===== src/rtl/pals_pkg.sv =====
// Purpose: constants for the light and proximity interrupt filter block
// Assumes: 40 MHz system clock, 8-bit register port
// Notes: register reset values are chosen as zero

package pals_pkg;

	// ********************************************
	// Register map
	// ********************************************
	localparam logic [7:0] PALS_ADDR_INTEG = 8'h01;
	localparam logic [7:0] PALS_ADDR_WAIT = 8'h03;
	localparam logic [7:0] PALS_ADDR_FILTER = 8'h0c;
	localparam logic [7:0] PALS_ADDR_WSCALE = 8'h0d;
	localparam logic [7:0] PALS_ADDR_PULSE = 8'h0e;
	localparam logic [7:0] PALS_ADDR_STATUS = 8'h13;

	// ********************************************
	// Fields and reset values
	// ********************************************
	localparam int PALS_PROX_DEPTH_LSB = 4;
	localparam int PALS_LIGHT_DEPTH_LSB = 0;
	localparam int PALS_WAIT_X12_BIT = 1;
	localparam int PALS_STAT_PROX_BIT = 5;
	localparam int PALS_STAT_LIGHT_BIT = 4;
	localparam logic [7:0] PALS_REG_RESET = 8'h00;
	localparam logic [7:0] PALS_WSCALE_MASK = 8'h02;

	// ********************************************
	// Timing
	// ********************************************
	localparam int PALS_CLK_KHZ = 40000;
	localparam int PALS_UNIT_US = 2720;
	localparam int PALS_UNIT_CYCLES = PALS_UNIT_US * PALS_CLK_KHZ / 1000;
	localparam int PALS_PULSE_PERIOD_US = 16;
	localparam int PALS_PULSE_CYCLES =
		PALS_PULSE_PERIOD_US * PALS_CLK_KHZ / 1000;
	localparam int PALS_LONG_FACTOR = 12;

	// Sequencer states
	typedef enum logic [1:0] {
		PALS_IDLE = 2'b00,
		PALS_LIGHT = 2'b01,
		PALS_PROX = 2'b10,
		PALS_WAIT = 2'b11
	} pals_state_t;

endpackage

===== src/rtl/pals_core.sv =====
// Purpose: interrupt persistence filters, wait scaling and LED pulse train
// Assumes: register port driven by the serial front end on sys_clk
// Notes: analog results arrive on sys_clk, valid at end of each cycle
//
// What this block does
// - Separate proximity and light persistence filters, each own field and count.
// - Light threshold check uses channel zero result only.
// - Proximity depth bits 7:4 zero interrupts at every proximity cycle end.
// - Proximity depth 1..15 needs that many consecutive out-of-range results.
// - Light depth bits 3:0 zero interrupts after every integration cycle with light on.
// - Light depth 1,2,3 needs 1,2,3 consecutive out-of-range results.
// - Light depth 4..15 needs five times depth minus fifteen results.
// - Wait-times-twelve bit 1 stretches every wait period twelvefold.
// - Each proximity cycle emits exactly the programmed count of LED pulses.
// - LED pulses repeat every 16 us, a 62.5 kHz rate.
// - With proximity on, a proximity cycle follows every light cycle.
// - Integration setting times proximity spacing even with light off.
// - Out of range means below low or above high threshold.
// - Wait timer counts 2.72 ms units before the long multiplier.
// - Each passed interrupt reaches the output only under its mask.

`timescale 1ns/1ps

module pals_core #(
	parameter int UNIT_CYCLES = pals_pkg::PALS_UNIT_CYCLES
) (
	input wire logic sys_clk,
	input wire logic rst_n,
	input wire logic [7:0] regAddr,
	input wire logic regWrEn,
	input wire logic [7:0] regWrData,
	output logic [7:0] regRdData,
	input wire logic proxFunctionOn,
	input wire logic lightFunctionOn,
	input wire logic waitEnable,
	input wire logic proxIrqMask,
	input wire logic lightIrqMask,
	input wire logic irqClear,
	input wire logic [15:0] chan0Result,
	input wire logic [15:0] lightLowThresh,
	input wire logic [15:0] lightHighThresh,
	input wire logic [15:0] proxResult,
	input wire logic [15:0] proxLowThresh,
	input wire logic [15:0] proxHighThresh,
	output logic ledPulse,
	output logic irqOut,
	output logic [1:0] seqState
);
	import pals_pkg::*;

	localparam int PULSE_HALF = PALS_PULSE_CYCLES / 2;

	// ********************************************
	// Registers and state
	// ********************************************
	logic [7:0] integSetting_r, integSetting_nxt;
	logic [7:0] waitSetting_r, waitSetting_nxt;
	logic [7:0] filterCfg_r, filterCfg_nxt;
	logic [7:0] waitScale_r, waitScale_nxt;
	logic [7:0] pulseTotal_r, pulseTotal_nxt;
	logic [7:0] rdData_r, rdData_nxt;
	pals_state_t state_r, state_nxt;
	logic [16:0] unitCnt_r, unitCnt_nxt;
	logic [11:0] unitsLeft_r, unitsLeft_nxt;
	logic [9:0] pulseDiv_r, pulseDiv_nxt;
	logic [7:0] pulsesLeft_r, pulsesLeft_nxt;
	logic led_r, led_nxt;
	logic [9:0] ledAge_r, ledAge_nxt;
	logic proxDone, lightDone, unitTick;
	logic [3:0] proxCnt_r, proxCnt_nxt;
	logic [5:0] lightCnt_r, lightCnt_nxt;
	logic proxFlag_r, proxFlag_nxt;
	logic lightFlag_r, lightFlag_nxt;
	logic irq_r, irq_nxt;
	logic [3:0] proxDepth, lightDepth;
	logic [5:0] lightNeed;
	logic proxOut, lightOut;
	logic [11:0] waitUnits;

	assign proxDepth = filterCfg_r[PALS_PROX_DEPTH_LSB +: 4];
	assign lightDepth = filterCfg_r[PALS_LIGHT_DEPTH_LSB +: 4];

	// Light depth to run length: table is linear above three
	assign lightNeed = (lightDepth <= 4'h3) ? {2'b00, lightDepth} :
		6'(6'(lightDepth) * 6'h05 - 6'h0f);

	// Window test; channel one never enters the light path
	assign proxOut = (proxResult < proxLowThresh) ||
		(proxResult > proxHighThresh);
	assign lightOut = (chan0Result < lightLowThresh) ||
		(chan0Result > lightHighThresh);

	// Wait length in 2.72 ms units, stretched by twelve when selected
	assign waitUnits = waitScale_r[PALS_WAIT_X12_BIT] ?
		12'(12'(9'h100 - 9'(waitSetting_r)) * 12'(PALS_LONG_FACTOR)) :
		12'(9'h100 - 9'(waitSetting_r));

	// ********************************************
	// Register port
	// ********************************************
	// Unused configuration bits are dropped; host should write zero anyway
	always_comb begin
		integSetting_nxt = integSetting_r;
		waitSetting_nxt = waitSetting_r;
		filterCfg_nxt = filterCfg_r;
		waitScale_nxt = waitScale_r;
		pulseTotal_nxt = pulseTotal_r;
		if (regWrEn) begin
			case (regAddr)
				PALS_ADDR_INTEG: integSetting_nxt = regWrData;
				PALS_ADDR_WAIT: waitSetting_nxt = regWrData;
				PALS_ADDR_FILTER: filterCfg_nxt = regWrData;
				PALS_ADDR_WSCALE: waitScale_nxt = regWrData & PALS_WSCALE_MASK;
				PALS_ADDR_PULSE: pulseTotal_nxt = regWrData;
				default: ;
			endcase
		end
		case (regAddr)
			PALS_ADDR_INTEG: rdData_nxt = integSetting_r;
			PALS_ADDR_WAIT: rdData_nxt = waitSetting_r;
			PALS_ADDR_FILTER: rdData_nxt = filterCfg_r;
			PALS_ADDR_WSCALE: rdData_nxt = waitScale_r;
			PALS_ADDR_PULSE: rdData_nxt = pulseTotal_r;
			PALS_ADDR_STATUS: begin
				rdData_nxt = 8'h00;
				rdData_nxt[PALS_STAT_PROX_BIT] = proxFlag_r;
				rdData_nxt[PALS_STAT_LIGHT_BIT] = lightFlag_r;
			end
			default: rdData_nxt = 8'h00;
		endcase
	end

	// ********************************************
	// Cycle sequencer and LED pulse train
	// ********************************************
	assign unitTick = (unitCnt_r == 17'(UNIT_CYCLES - 1));

	// Integration timing runs whenever either function is on
	always_comb begin
		state_nxt = state_r;
		unitCnt_nxt = unitTick ? 17'h00000 : 17'(unitCnt_r + 17'h00001);
		unitsLeft_nxt = unitsLeft_r;
		pulseDiv_nxt = pulseDiv_r;
		pulsesLeft_nxt = pulsesLeft_r;
		led_nxt = 1'b0;
		ledAge_nxt = (state_r != PALS_PROX) ? 10'h3ff :
			10'(ledAge_r + 10'h001); // Check helper, parked outside prox
		proxDone = 1'b0;
		lightDone = 1'b0;
		case (state_r)
			PALS_IDLE: begin
				unitCnt_nxt = 17'h00000;
				if (proxFunctionOn || lightFunctionOn) begin
					state_nxt = PALS_LIGHT;
					unitsLeft_nxt = 12'(9'h100 - 9'(integSetting_r));
				end
			end
			PALS_LIGHT: begin
				if (unitTick) begin
					unitsLeft_nxt = 12'(unitsLeft_r - 12'h001);
					if (unitsLeft_r == 12'h001) begin
						lightDone = lightFunctionOn;
						pulseDiv_nxt = 10'h000;
						pulsesLeft_nxt = pulseTotal_r;
						if (proxFunctionOn) begin
							state_nxt = PALS_PROX;
						end else if (waitEnable) begin
							state_nxt = PALS_WAIT;
							unitsLeft_nxt = waitUnits;
						end else begin
							state_nxt = PALS_IDLE;
						end
					end
				end
			end
			PALS_PROX: begin
				// Pulse is high for the first half of each 16 us slot
				if (pulsesLeft_r == 8'h00) begin
					proxDone = 1'b1;
					unitCnt_nxt = 17'h00000;
					state_nxt = waitEnable ? PALS_WAIT : PALS_IDLE;
					unitsLeft_nxt = waitUnits;
				end else begin
					led_nxt = (pulseDiv_r < 10'(PULSE_HALF));
					if (led_nxt && !led_r) begin
						ledAge_nxt = 10'h000;
					end
					if (pulseDiv_r == 10'(PALS_PULSE_CYCLES - 1)) begin
						pulseDiv_nxt = 10'h000;
						pulsesLeft_nxt = 8'(pulsesLeft_r - 8'h01);
					end else begin
						pulseDiv_nxt = 10'(pulseDiv_r + 10'h001);
					end
				end
			end
			PALS_WAIT: begin
				if (unitTick) begin
					unitsLeft_nxt = 12'(unitsLeft_r - 12'h001);
					if (unitsLeft_r == 12'h001) begin
						state_nxt = PALS_IDLE;
					end
				end
			end
			default: state_nxt = PALS_IDLE;
		endcase
	end

	// ********************************************
	// Persistence filters and interrupt
	// ********************************************
	// Set beats a clear landing in the same cycle so no event is lost
	always_comb begin
		proxCnt_nxt = proxCnt_r;
		lightCnt_nxt = lightCnt_r;
		proxFlag_nxt = irqClear ? 1'b0 : proxFlag_r;
		lightFlag_nxt = irqClear ? 1'b0 : lightFlag_r;
		if (proxDone) begin
			if (proxDepth == 4'h0) begin
				proxFlag_nxt = 1'b1;
				proxCnt_nxt = 4'h0;
			end else if (!proxOut) begin
				proxCnt_nxt = 4'h0;
			end else if (4'(proxCnt_r + 4'h1) >= proxDepth) begin
				proxFlag_nxt = 1'b1;
				proxCnt_nxt = 4'h0;
			end else begin
				proxCnt_nxt = 4'(proxCnt_r + 4'h1);
			end
		end
		if (lightDone) begin
			if (lightDepth == 4'h0) begin
				lightFlag_nxt = 1'b1;
				lightCnt_nxt = 6'h00;
			end else if (!lightOut) begin
				lightCnt_nxt = 6'h00;
			end else if (6'(lightCnt_r + 6'h01) >= lightNeed) begin
				lightFlag_nxt = 1'b1;
				lightCnt_nxt = 6'h00;
			end else begin
				lightCnt_nxt = 6'(lightCnt_r + 6'h01);
			end
		end
		irq_nxt = (proxFlag_r && proxIrqMask) ||
			(lightFlag_r && lightIrqMask);
	end

	// All state registers
	always_ff @(posedge sys_clk or negedge rst_n) begin
		if (!rst_n) begin
			integSetting_r <= PALS_REG_RESET;
			waitSetting_r <= PALS_REG_RESET;
			filterCfg_r <= PALS_REG_RESET;
			waitScale_r <= PALS_REG_RESET;
			pulseTotal_r <= PALS_REG_RESET;
			rdData_r <= 8'h00;
			state_r <= PALS_IDLE;
			unitCnt_r <= 17'h00000;
			unitsLeft_r <= 12'h000;
			pulseDiv_r <= 10'h000;
			pulsesLeft_r <= 8'h00;
			led_r <= 1'b0;
			ledAge_r <= 10'h3ff;
			proxCnt_r <= 4'h0;
			lightCnt_r <= 6'h00;
			proxFlag_r <= 1'b0;
			lightFlag_r <= 1'b0;
			irq_r <= 1'b0;
		end else begin
			integSetting_r <= integSetting_nxt;
			waitSetting_r <= waitSetting_nxt;
			filterCfg_r <= filterCfg_nxt;
			waitScale_r <= waitScale_nxt;
			pulseTotal_r <= pulseTotal_nxt;
			rdData_r <= rdData_nxt;
			state_r <= state_nxt;
			unitCnt_r <= unitCnt_nxt;
			unitsLeft_r <= unitsLeft_nxt;
			pulseDiv_r <= pulseDiv_nxt;
			pulsesLeft_r <= pulsesLeft_nxt;
			led_r <= led_nxt;
			ledAge_r <= ledAge_nxt;
			proxCnt_r <= proxCnt_nxt;
			lightCnt_r <= lightCnt_nxt;
			proxFlag_r <= proxFlag_nxt;
			lightFlag_r <= lightFlag_nxt;
			irq_r <= irq_nxt;
		end
	end

	assign regRdData = rdData_r;
	assign ledPulse = led_r;
	assign irqOut = irq_r;
	assign seqState = state_r;

	// ********************************************
	// Checks
	// ********************************************
	prox_every_a: assert property (@(posedge sys_clk) disable iff (!rst_n)
		proxDone && proxDepth == 4'h0 |=> proxFlag_r)
		else $error("prox depth zero did not flag");
	prox_run_a: assert property (@(posedge sys_clk) disable iff (!rst_n)
		$rose(proxFlag_r) && proxDepth != 4'h0 |->
		$past(proxOut) && $past(proxCnt_r) == proxDepth - 4'h1)
		else $error("prox flag without full run");
	light_every_a: assert property (@(posedge sys_clk) disable iff (!rst_n)
		lightDone && lightDepth == 4'h0 |=> lightFlag_r)
		else $error("light depth zero did not flag");
	light_run_a: assert property (@(posedge sys_clk) disable iff (!rst_n)
		$rose(lightFlag_r) && lightDepth != 4'h0 |->
		$past(lightCnt_r) == 6'($past(lightNeed) - 6'h01))
		else $error("light flag without full run");
	light_need_a: assert property (@(posedge sys_clk) disable iff (!rst_n)
		lightDepth == 4'hf |-> lightNeed == 6'd60)
		else $error("light depth fifteen must need sixty");
	in_window_a: assert property (@(posedge sys_clk) disable iff (!rst_n)
		proxDone && !proxOut |=> proxCnt_r == 4'h0)
		else $error("in-window result kept the count");
	flag_hold_a: assert property (@(posedge sys_clk) disable iff (!rst_n)
		proxFlag_r && !irqClear |=> proxFlag_r)
		else $error("prox flag dropped without clear");
	irq_mask_a: assert property (@(posedge sys_clk) disable iff (!rst_n)
		!proxIrqMask && !lightIrqMask |=> !irqOut)
		else $error("masked interrupt reached output");
	led_high_a: assert property (@(posedge sys_clk) disable iff (!rst_n)
		$fell(ledPulse) |-> $past(ledAge_r) == 10'(PULSE_HALF - 1))
		else $error("LED high time wrong");
	led_period_a: assert property (@(posedge sys_clk) disable iff (!rst_n)
		$rose(ledPulse) |-> $past(ledAge_r) == 10'h3ff ||
		$past(ledAge_r) == 10'(PALS_PULSE_CYCLES - 1))
		else $error("LED pulse period wrong");
	prox_follow_a: assert property (@(posedge sys_clk) disable iff (!rst_n)
		state_r == PALS_LIGHT && state_nxt != PALS_LIGHT && proxFunctionOn
		|=> state_r == PALS_PROX)
		else $error("prox cycle did not follow light cycle");

endmodule


===== config.mk =====
export PLATFORM = sky130hd
export DESIGN_NAME = pals_core
export DESIGN_NICKNAME = d
export VERILOG_FILES = /design/src/rtl/pals_pkg.sv /design/src/rtl/pals_core.sv
export SDC_FILE = /design/constraint.sdc
export NUM_CORES = 1
export LEC_CHECK = 0
export BUFFER_PORTS_ARGS = -buffer_cell sky130_fd_sc_hd__clkbuf_2
export CAP_MARGIN = 20
export CELL_PAD_IN_SITES_DETAIL_PLACEMENT = 1
export CELL_PAD_IN_SITES_GLOBAL_PLACEMENT = 1
export CORE_MARGIN = 4
export CORE_UTILIZATION = 44
export DETAILED_ROUTE_END_ITERATION = 8
export PLACE_DENSITY = 0.87
export RECOVER_POWER = 100
export SETUP_SLACK_MARGIN = 0.05
export SYNTH_ARGS = -nofsm -noshare
export SYNTH_HDL_FRONTEND = slang
export SYNTH_SLANG_ARGS = --single-unit

===== constraint.sdc =====
create_clock -name sys_clk -period 4 [get_ports sys_clk]
set_input_delay 0.4 -clock sys_clk [delete_from_list [all_inputs] [get_ports sys_clk]]
set_output_delay 0.4 -clock sys_clk [all_outputs]
set_load 0.05 [all_outputs]

==> results_tabular.tex, run 1 <==
\begin{tabular}{lr}
\hline
Metric & Value \\
\hline
\multicolumn{2}{l}{\textbf{Status}} \\
\quad Result of the run & complete, but fails checks \\
\quad Violated checks & max-capacitance violations, max-slew violations \\
\multicolumn{2}{l}{\textbf{Yosys}} \\
\quad Multiplexer share of the synthesized area & 4.53\% \\
\quad Most frequent cell after synthesis & sky130\_fd\_sc\_hd\_\_dfrtp\_1 \\
\quad Synthesized-area fraction occupied by and/or/nand/nor cells & 19.2\% \\
\quad Register bit total from synthesis & 104 \\
\quad Share of synthesized area occupied by flip-flops and latches & 31.5\% \\
\quad Synthesized-area fraction occupied by xor and xnor cells & 5.62\% \\
\quad Synthesized-area fraction occupied by ao, oa, aoi and oai cells & 18.1\% \\
\quad Synthesized-area fraction occupied by adder cells & 15.2\% \\
\quad Number of nets in the synthesized netlist & 1,179 \\
\quad Yosys warning total & 0 \\
\quad Top FF cell, synth & sky130\_fd\_sc\_hd\_\_dfrtp\_1 \\
\quad Synthesized area per cell & 8.61 sq um \\
\quad Fraction of synthesis flops using an asynchronous set or reset pin & 100\% \\
\quad Synth Instances & 959 \\
\quad Share of the synthesized area in the top cell type & 31.5\% \\
\quad Yosys top cell by area & sky130\_fd\_sc\_hd\_\_dfrtp\_1 \\
\quad Most used standard cells in the synthesized netlist & sky130\_fd\_sc\_hd\_\_dfrtp\_1 (104), sky130\_fd\_sc\_hd\_\_ha\_1 (98), sky130\_fd\_sc\_hd\_\_inv\_1 (94), sky130\_fd\_sc\_hd\_\_nor2\_1 (94), sky130\_fd\_sc\_hd\_\_nand2\_1 (80) \\
\quad Main area contributors after synthesis & sky130\_fd\_sc\_hd\_\_dfrtp\_1 (32\%), sky130\_fd\_sc\_hd\_\_ha\_1 (15\%), sky130\_fd\_sc\_hd\_\_inv\_1 (4.3\%) \\
\quad Number of distinct library cells after synthesis & 75 \\
\quad Post-synth EDFFs & 0 \\
\quad Main combinational cell family by area after synthesis & simple AND/OR/NAND/NOR gates \\
\quad Cell area after synthesis & 8260 sq um \\
\multicolumn{2}{l}{\textbf{Floorplan}} \\
\quad Horizontal die dimension & 145 microns \\
\quad Initial Util & 45.4\% \\
\quad Die area & 21,000 sq um \\
\quad Boundary Pins & 133 \\
\quad Rows & 49 \\
\quad Die Span Y & 145 microns \\
\quad Floorplan Core Area & 18,200 sq um \\
\multicolumn{2}{l}{\textbf{Final layout}} \\
\quad Fraction of layout cells with a size suffix above 1 & 15.8\% \\
\quad Antenna diode count & 0 \\
\quad Cell area after layout & 9330 sq um \\
\quad Total of fill cells in the finished design & 2,254 \\
\quad Multi-input gate area in the final layout & 5110 sq um \\
\quad Number of nets in the final layout & 1,303 \\
\quad Area added between synthesis and finish & 12.9\% \\
\quad Final standard cell utilization of the core & 51.2\% \\
\quad Sequential cell area & 2600 sq um \\
\multicolumn{2}{l}{\textbf{Detailed routing}} \\
\quad Iteration count of the initial detailed-routing pass & 5 \\
\quad Overall routed net length & 24,600 microns \\
\quad Routed via count & 7,713 \\
\quad Post-route DRC violation count & 0 \\
\quad Number of violations reported at the end of detailed-routing iteration 0 & 351 \\
\quad Number of routed nets with antenna violations & 0 \\
\quad Vias per Instance & 5.86 \\
\quad Final routed wire length divided by cell count & 18.7 microns \\
\multicolumn{2}{l}{\textbf{Critical path}} \\
\quad Crit path launch type & register \\
\quad Crit path kind & register to register \\
\quad Cell with the largest stage delay on the worst path & sky130\_fd\_sc\_hd\_\_dfrtp\_1 \\
\quad R2R Path Start & waitSetting\_r[1]\$\_DFFE\_PN0P\_ \\
\quad Largest driver fanout on the critical path & 10 \\
\quad Endpoint kind of the worst setup timing path & register \\
\quad Cell breakdown of the critical path & inv\_1 > ha\_1 > or3b\_1 > xor2\_1 > ha\_1 > o21ai\_0 > o21bai\_1 > maj3\_1 > a211oi\_1 > xor2\_1 > o31ai\_1 \\
\quad Worst setup path startpoint & waitSetting\_r[1]\$\_DFFE\_PN0P\_ \\
\quad Number of cell instances on the worst register-to-register path & 11 \\
\quad Destination of the worst register-to-register timing path & unitsLeft\_r[8]\$\_DFFE\_PN0P\_ \\
\quad CP Data Required Time & 4270 ps \\
\quad Slowest Stage Delay on Critical Path & 490 ps \\
\quad Worst path arrival time & 3650 ps \\
\quad Capturing instance or port of the critical path & unitsLeft\_r[8]\$\_DFFE\_PN0P\_ \\
\quad Setup slack on the worst flop-to-flop path & 620 ps \\
\multicolumn{2}{l}{\textbf{Clocking}} \\
\quad Clk\_lat worst skew & 360 ps \\
\quad Largest buffer count on any clock path & 2 \\
\quad Clock Sinks & 104 \\
\quad H-tree level count & 3 \\
\quad Number of buffers inserted for hold repair after clock tree synthesis & 0 \\
\quad Post-CTS setup-driven buffer insertion count & 0 \\
\quad Clock transition time at the flip-flop clock pins of the worst setup and hold paths & 80 ps \\
\quad Cell at the root of the clock tree & sky130\_fd\_sc\_hd\_\_clkbuf\_16 \\
\quad Number of resized instances in the post-cts repair step & 0 \\
\quad CTS tree & done \\
\quad Number of buffers created by CTS & 9 \\
\multicolumn{2}{l}{\textbf{Global route}} \\
\quad Remaining global-route overflow & 0 \\
\quad Global Route Usage Sum & 23.4\% \\
\quad Via count of the first global-routing pass & 8,429 \\
\quad First-pass GRT wire length & 41,100 microns \\
\quad Maximum number of pins on one net before global-route repair & 40 \\
\quad Initial antenna violation count & 1 \\
\multicolumn{2}{l}{\textbf{STA}} \\
\quad Portion of the clock cycle consumed by the worst path in the final layout & 84.6\% \\
\quad Hold Vio Cnt, Final & 0 \\
\quad Max Transition Viols Final & 89 \\
\quad Setup Total Neg Slack & 0 ps \\
\quad Worst setup skew after layout & 8.73 ps \\
\quad Clock period minus worst slack & 3380 ps \\
\quad Least setup slack across all paths after layout & 616 ps \\
\quad Max Clk Rate & 0.295 GHz \\
\quad Transition time at the pin with the least slew margin & 1960 ps \\
\quad Number of setup violations in the final report & 0 \\
\quad Setup repair after global routing missed its margin & no \\
\quad Worst max-slew margin expressed relative to the limit & -30.9\% \\
\multicolumn{2}{l}{\textbf{Min path}} \\
\quad Class of the tightest hold or removal check & primary input to register \\
\multicolumn{2}{l}{\textbf{Flow run}} \\
\quad Max Cap Violations & 4 \\
\multicolumn{2}{l}{\textbf{Place}} \\
\quad Worst slack at placement & 629 ps \\
\quad Final weighted congestion in routability-driven placement & 0.852 \\
\quad Post-DP HPWL & 19,800 microns \\
\quad Port buffer count & 132 \\
\quad Placement-stage cell area & 9150 sq um \\
\multicolumn{2}{l}{\textbf{Power and ir drop}} \\
\quad Worst vdd rail ir drop & 212 uV \\
\quad Leakage power & 4.73 nW \\
\quad Total power density per cell area & 315 nW/um\^{}2 \\
\hline
\end{tabular}
-- sequential cells by signal (all words and copies together), names as in the netlist --
| signal | cells |
|---|---|
| pulsesLeft_r | 8 |
| pulseDiv_r | 10 |
| ledPulse | 1 |
| pulseTotal_r | 8 |
| waitScale_r | 1 |
| irqOut | 1 |
| filterCfg_r | 8 |
| lightFlag_r | 1 |
| unitsLeft_r | 12 |
| waitSetting_r | 8 |
| regRdData | 8 |
| proxFlag_r | 1 |
| proxCnt_r | 4 |
| lightCnt_r | 6 |
| unitCnt_r | 17 |
| integSetting_r | 8 |
| seqState | 2 |
-- cells by family (layout without fill, tap and decap cells) --
logic type / Yosys count / in the layout
multiplexers: 34 / 34
XOR/XNOR: 53 / 53
flip-flops: 104 / 104
AO/OA/AOI/OAI: 230 / 230
adder cells (fa/ha/maj): 100 / 100
AND/OR/NAND/NOR: 315 / 315
buffers and inverters: 123 / 252
-- routing by layer --
layer / GRT usage (%) / wire (microns) / vias up
met5: 0 / 13 / -
met1: 27.3 / 10100 / 3791
met3: 3.93 / 1090 / 53
li1: - / - / 3690
met4: 8.98 / 751 / 2
met2: 42.9 / 12700 / 177
-- worst min-delay path by stage --
stage	depth (start not counted)	from	to
CTS	1	rst_n	waitSetting_r[6]$_DFFE_PN0P_
finish	2	lightIrqMask	irqOut$_DFF_PN0_
floorplan	0	rst_n	filterCfg_r[0]$_DFFE_PN0P_
global placement	1	rst_n	waitSetting_r[6]$_DFFE_PN0P_
global route	2	lightIrqMask	irqOut$_DFF_PN0_
detailed placement	1	rst_n	waitSetting_r[6]$_DFFE_PN0P_
-- through the flow --
step	std cells	hold slack, ps	total power, W
global placement	1301	380	0.00204
floorplan	959	104	0.00181
detailed placement	1301	392	0.00210
finish	1317	253	0.00294
CTS	1317	1.37	0.00297
global route	1317	284	0.00314
-- final cells by class --
| cell class | instances | share of cell area [%] |
|---|---|---|
| clock buffers | 10 | 2.46 |
| clock inverters | 6 | 0.550 |
| inverters | 95 | 3.82 |
| multi-input cells | 732 | 54.8 |
| flip-flops and latches | 104 | 27.9 |
| well taps | 229 | 3.07 |
| repair buffers | 141 | 7.37 |
-- where the power goes --
part | internal, W | switching, W | leakage [nW] | total (W)
sequential | 0.00112 | 0.000105 | 1.38 | 0.00123
combinational | 0.000379 | 0.000466 | 3.22 | 0.000845
clock | 0.000433 | 0.000432 | 0.139 | 0.000865
-- cells in the final DEF, fill, tap and decap left out, types with 20 or more instances in the layout --
| master | instances |
|---|---|
| sky130_fd_sc_hd__ha_1 | 98 |
| sky130_fd_sc_hd__clkbuf_1 | 20 |
| sky130_fd_sc_hd__inv_1 | 94 |
| sky130_fd_sc_hd__xor2_1 | 29 |
| sky130_fd_sc_hd__dfrtp_1 | 104 |
| sky130_fd_sc_hd__clkbuf_2 | 120 |
| sky130_fd_sc_hd__mux2_2 | 26 |
| sky130_fd_sc_hd__nor3_1 | 28 |
| sky130_fd_sc_hd__nand3_1 | 28 |
| sky130_fd_sc_hd__nor2_1 | 94 |
| sky130_fd_sc_hd__xnor2_1 | 24 |
| sky130_fd_sc_hd__nand2_1 | 80 |
| sky130_fd_sc_hd__a21oi_1 | 49 |
| sky130_fd_sc_hd__o21ai_0 | 69 |
-- critical path: cells and delay by family, from the launching register on --
| kind | cells | cell delay [ps] |
|---|---|---|
| AO/OA/AOI/OAI | 4 | 770 |
| adder cells (fa/ha/maj) | 3 | 1020 |
| XOR/XNOR | 2 | 410 |
| flip-flops | 1 | 490 |
| buffers and inverters | 1 | 130 |
| AND/OR/NAND/NOR | 1 | 470 |
Note: power is estimated with default switching activity, not from simulation.
==> run 2: changes to the inputs <==
==> constraint.sdc (replaced) <==
create_clock -name sys_clk -period 3.2 [get_ports sys_clk]
set_input_delay 0.32 -clock sys_clk [delete_from_list [all_inputs] [get_ports sys_clk]]
set_output_delay 0.32 -clock sys_clk [all_outputs]
set_load 0.05 [all_outputs]
==> results_tabular.tex, run 2 (synthesis gave the netlist of run 1 again) <==
\begin{tabular}{lr}
\hline
Metric & Value \\
\hline
\multicolumn{2}{l}{\textbf{Power and ir drop}} \\
\quad Total power density per cell area & 400 nW/um\^{}2 (+27\%) \\
\quad Overall Power & 0.00382 W (+30\%) \\
\quad Worst vdd rail ir drop & 288 uV (+36\%) \\
\quad Leakage power & 4.81 nW (+1.6\%) \\
\multicolumn{2}{l}{\textbf{Critical path}} \\
\quad Slowest Stage Delay on Critical Path & 450 ps (-40 ps) \\
\quad Cell with the largest stage delay on the worst path & sky130\_fd\_sc\_hd\_\_dfrtp\_1 \\
\quad Worst path arrival time & 3370 ps (-280 ps) \\
\quad Kind of cell adding the most delay to the critical path & adder cells \\
\quad CP Data Required Time & 3440 ps (-830 ps) \\
\quad Endpoint kind of the worst setup timing path & register \\
\quad Crit path kind & register to register \\
\quad Crit path launch type & register \\
\quad Cell breakdown of the critical path & ha\_1 > ha\_1 > ha\_4 > a31oi\_2 > xnor2\_1 > nand2b\_1 > ha\_4 > nand2\_1 > o31a\_1 > o211ai\_1 > o21ai\_2 > and3\_4 > a22o\_1 \\
\quad Buffers plus inverters on the worst setup path & 0 (-1) \\
\quad Largest driver fanout on the critical path & 5 (-5) \\
\multicolumn{2}{l}{\textbf{Clocking}} \\
\quad CTS tree & done \\
\quad H-tree level count & 3 (unchanged) \\
\quad Number of buffers created by CTS & 9 (unchanged) \\
\quad Clock Sinks & 104 (unchanged) \\
\quad Number of buffers inserted for hold repair after clock tree synthesis & 0 (unchanged) \\
\quad Cell at the root of the clock tree & sky130\_fd\_sc\_hd\_\_clkbuf\_16 \\
\quad Clk\_lat worst skew & 370 ps (about the same) \\
\quad Largest buffer count on any clock path & 2 (unchanged) \\
\quad Clock transition time at the flip-flop clock pins of the worst setup and hold paths & 70 ps (about the same) \\
\multicolumn{2}{l}{\textbf{Floorplan}} \\
\quad Boundary Pins & 133 (unchanged) \\
\quad Initial Util & 45.4\% (unchanged) \\
\quad Die area & 21,000 sq um (unchanged) \\
\quad Floorplan Core Area & 18,200 sq um (unchanged) \\
\quad Horizontal die dimension & 145 microns (unchanged) \\
\quad Rows & 49 (unchanged) \\
\quad Die Span Y & 145 microns (unchanged) \\
\multicolumn{2}{l}{\textbf{Global route}} \\
\quad Remaining global-route overflow & 0 (unchanged) \\
\quad Initial antenna violation count & 0 (-1) \\
\quad Met2 Usage GRT & 43.5\% (+0.54 points) \\
\quad Global Route Usage Sum & 24.0\% (+0.60 points) \\
\quad Most heavily used metal layer in global routing & met2 \\
\quad Maximum number of pins on one net before global-route repair & 59 (+48\%) \\
\quad Via count of the first global-routing pass & 8,411 (-0.21\%) \\
\quad First-pass GRT wire length & 42,000 microns (+2.3\%) \\
\quad Met1 capacity usage during global routing & 28.6\% (+1.4 points) \\
\quad Met3 Track Usage GR & 4.61\% (+0.69 points) \\
\multicolumn{2}{l}{\textbf{Detailed routing}} \\
\quad Number of violations reported at the end of detailed-routing iteration 0 & 459 (+31\%) \\
\quad Post-route DRC violation count & 0 (unchanged) \\
\quad Overall routed net length & 25,900 microns (+5.0\%) \\
\quad Routed via count & 7,863 (+1.9\%) \\
\quad Number of routed nets with antenna violations & 0 (unchanged) \\
\quad Iteration count of the initial detailed-routing pass & 7 (+2) \\
\quad Vias per Instance & 5.93 (+1.3\%) \\
\quad Final routed wire length divided by cell count & 19.5 microns (+4.3\%) \\
\multicolumn{2}{l}{\textbf{Final layout}} \\
\quad Register with the most flip-flops & unitCnt\_r \\
\quad Leading cell type in the layout, fill and taps excluded & sky130\_fd\_sc\_hd\_\_clkbuf\_2 \\
\quad Most used cells in the layout excluding fill and tap cells & sky130\_fd\_sc\_hd\_\_clkbuf\_2 (119), sky130\_fd\_sc\_hd\_\_dfrtp\_1 (104), sky130\_fd\_sc\_hd\_\_ha\_1 (96), sky130\_fd\_sc\_hd\_\_inv\_1 (94), sky130\_fd\_sc\_hd\_\_nor2\_1 (94) \\
\quad Antenna diode count & 0 (unchanged) \\
\quad Number of flip-flops under the largest register name & 17 (unchanged) \\
\quad Number of nets in the final layout & 1,312 (+0.69\%) \\
\quad Largest registers & unitCnt\_r (17), unitsLeft\_r (12), pulseDiv\_r (10) \\
\quad Number of cells in the finished layout apart from fillers & 1,326 (+0.68\%) \\
\quad Total of fill cells in the finished design & 2,186 (-3.0\%) \\
\quad Area added between synthesis and finish & 15.5\% \\
\quad Fraction of layout cells with a size suffix above 1 & 17.9\% (+2.1 points) \\
\multicolumn{2}{l}{\textbf{Place}} \\
\quad Port buffer count & 132 (unchanged) \\
\quad Final weighted congestion in routability-driven placement & 0.865 (+1.5\%) \\
\quad Number of placed instances, taps included & 1,309 (+0.61\%) \\
\quad Post-DP HPWL & 20,000 microns (+1.1\%) \\
\quad Worst slack at placement & -17.2 ps (-646 ps) \\
\multicolumn{2}{l}{\textbf{Flow run}} \\
\quad Max Cap Violations & 1 (-3) \\
\multicolumn{2}{l}{\textbf{STA}} \\
\quad Worst max-slew margin expressed relative to the limit & -87.9\% (-57 points) \\
\quad Max Clk Rate & 0.320 GHz (+8.3\%) \\
\quad Max Transition Viols Final & 47 (-47\%) \\
\quad Least setup slack across all paths after layout & 74.2 ps (-542 ps) \\
\quad Clock period minus worst slack & 3130 ps (-258 ps) \\
\quad Transition time at the pin with the least slew margin & 2820 ps (+855 ps) \\
\quad Portion of the clock cycle consumed by the worst path in the final layout & 97.7\% (+13 points) \\
\quad Hold Vio Cnt, Final & 0 (unchanged) \\
\quad Number of setup violations in the final report & 0 (unchanged) \\
\quad Worst setup skew after layout & 12.2 ps (+3.49 ps) \\
\multicolumn{2}{l}{\textbf{Min path}} \\
\quad Class of the tightest hold or removal check & primary input to register \\
\multicolumn{2}{l}{\textbf{Status}} \\
\quad Violated checks & max-capacitance violations, max-slew violations \\
\quad Result of the run & complete, but fails checks \\
\hline
\end{tabular}
[run 2: what timing repair did]
| item | CTS | global route |
|---|---|---|
| pin swaps | 1 | 1 |
| resized for setup | 4 | 11 |
| hold endpoints to repair | 0 | 0 |
| setup buffers | 0 | 1 |
| setup endpoints to repair | 5 | 7 |
[run 2: layer usage]
| metal | share of wire (%) | wire, microns |
|---|---|---|
| met1 | 41 | 10500 |
| met2 | 52 | 13300 |
| met3 | 5.2 | 1350 |
| met4 | 2.6 | 676 |
| met5 | 0 | 0 |
[run 2: cell type report]
| cell class | count | area, sq um | area share, % |
|---|---|---|---|
| well taps | 229 | 287 | 3.00 |
| multi-input cells | 732 | 5220 | 54.7 |
| clock buffers | 13 | 280 | 2.94 |
| clock inverters | 3 | 22.5 | 0.236 |
| inverters | 95 | 357 | 3.74 |
| flip-flops and latches | 104 | 2600 | 27.3 |
| repair buffers | 150 | 773 | 8.11 |
[run 2: final timing paths]
path / from / cells after the start / to / slack (ps)
max in group asynchronous: rst_n / 1 / pulseDiv_r[9]$_DFFE_PN0P_ / 740
min in group asynchronous: rst_n / 1 / unitsLeft_r[2]$_DFFE_PN0P_ / 850
setup / recovery: filterCfg_r[1]$_DFFE_PN0P_ / 13 / lightCnt_r[3]$_DFFE_PN0P_ / 70
hold / removal: lightIrqMask / 2 / irqOut$_DFF_PN0_ / 170
setup reg to reg: filterCfg_r[1]$_DFFE_PN0P_ / 13 / lightCnt_r[3]$_DFFE_PN0P_ / 70
hold reg to reg: pulseDiv_r[9]$_DFFE_PN0P_ / 1 / ledPulse$_DFF_PN0_ / 500
[run 2: stage by stage]
stage,instance area [sq um],TNS (ps),hold WS (ps),util (%)
floorplan,8260,0,24.4,-
global placement,9230,0,401,50.7
detailed placement,9230,-41.3,397,50.7
CTS,9540,0,6.93,52.4
global route,9540,-50.6,179,52.4
finish,9540,0,167,52.4
[run 2: where the power goes]
group	leakage [nW]	switching, W	internal, W	total (W)
Combinational	3.28	0.000631	0.000510	0.00114
Sequential	1.38	0.000127	0.00141	0.00153
Clock	0.152	0.000526	0.000617	0.00114
[run 2: worst reg2reg max path: stages, from the launching register on]
cell	delay (ps)
sky130_fd_sc_hd__dfrtp_1	450
sky130_fd_sc_hd__ha_1	240
sky130_fd_sc_hd__ha_1	320
sky130_fd_sc_hd__ha_4	270
sky130_fd_sc_hd__a31oi_2	170
sky130_fd_sc_hd__xnor2_1	150
sky130_fd_sc_hd__nand2b_1	140
sky130_fd_sc_hd__ha_4	290
sky130_fd_sc_hd__nand2_1	60
sky130_fd_sc_hd__o31a_1	270
sky130_fd_sc_hd__o211ai_1	120
sky130_fd_sc_hd__o21ai_2	100
sky130_fd_sc_hd__and3_4	220
sky130_fd_sc_hd__a22o_1	200
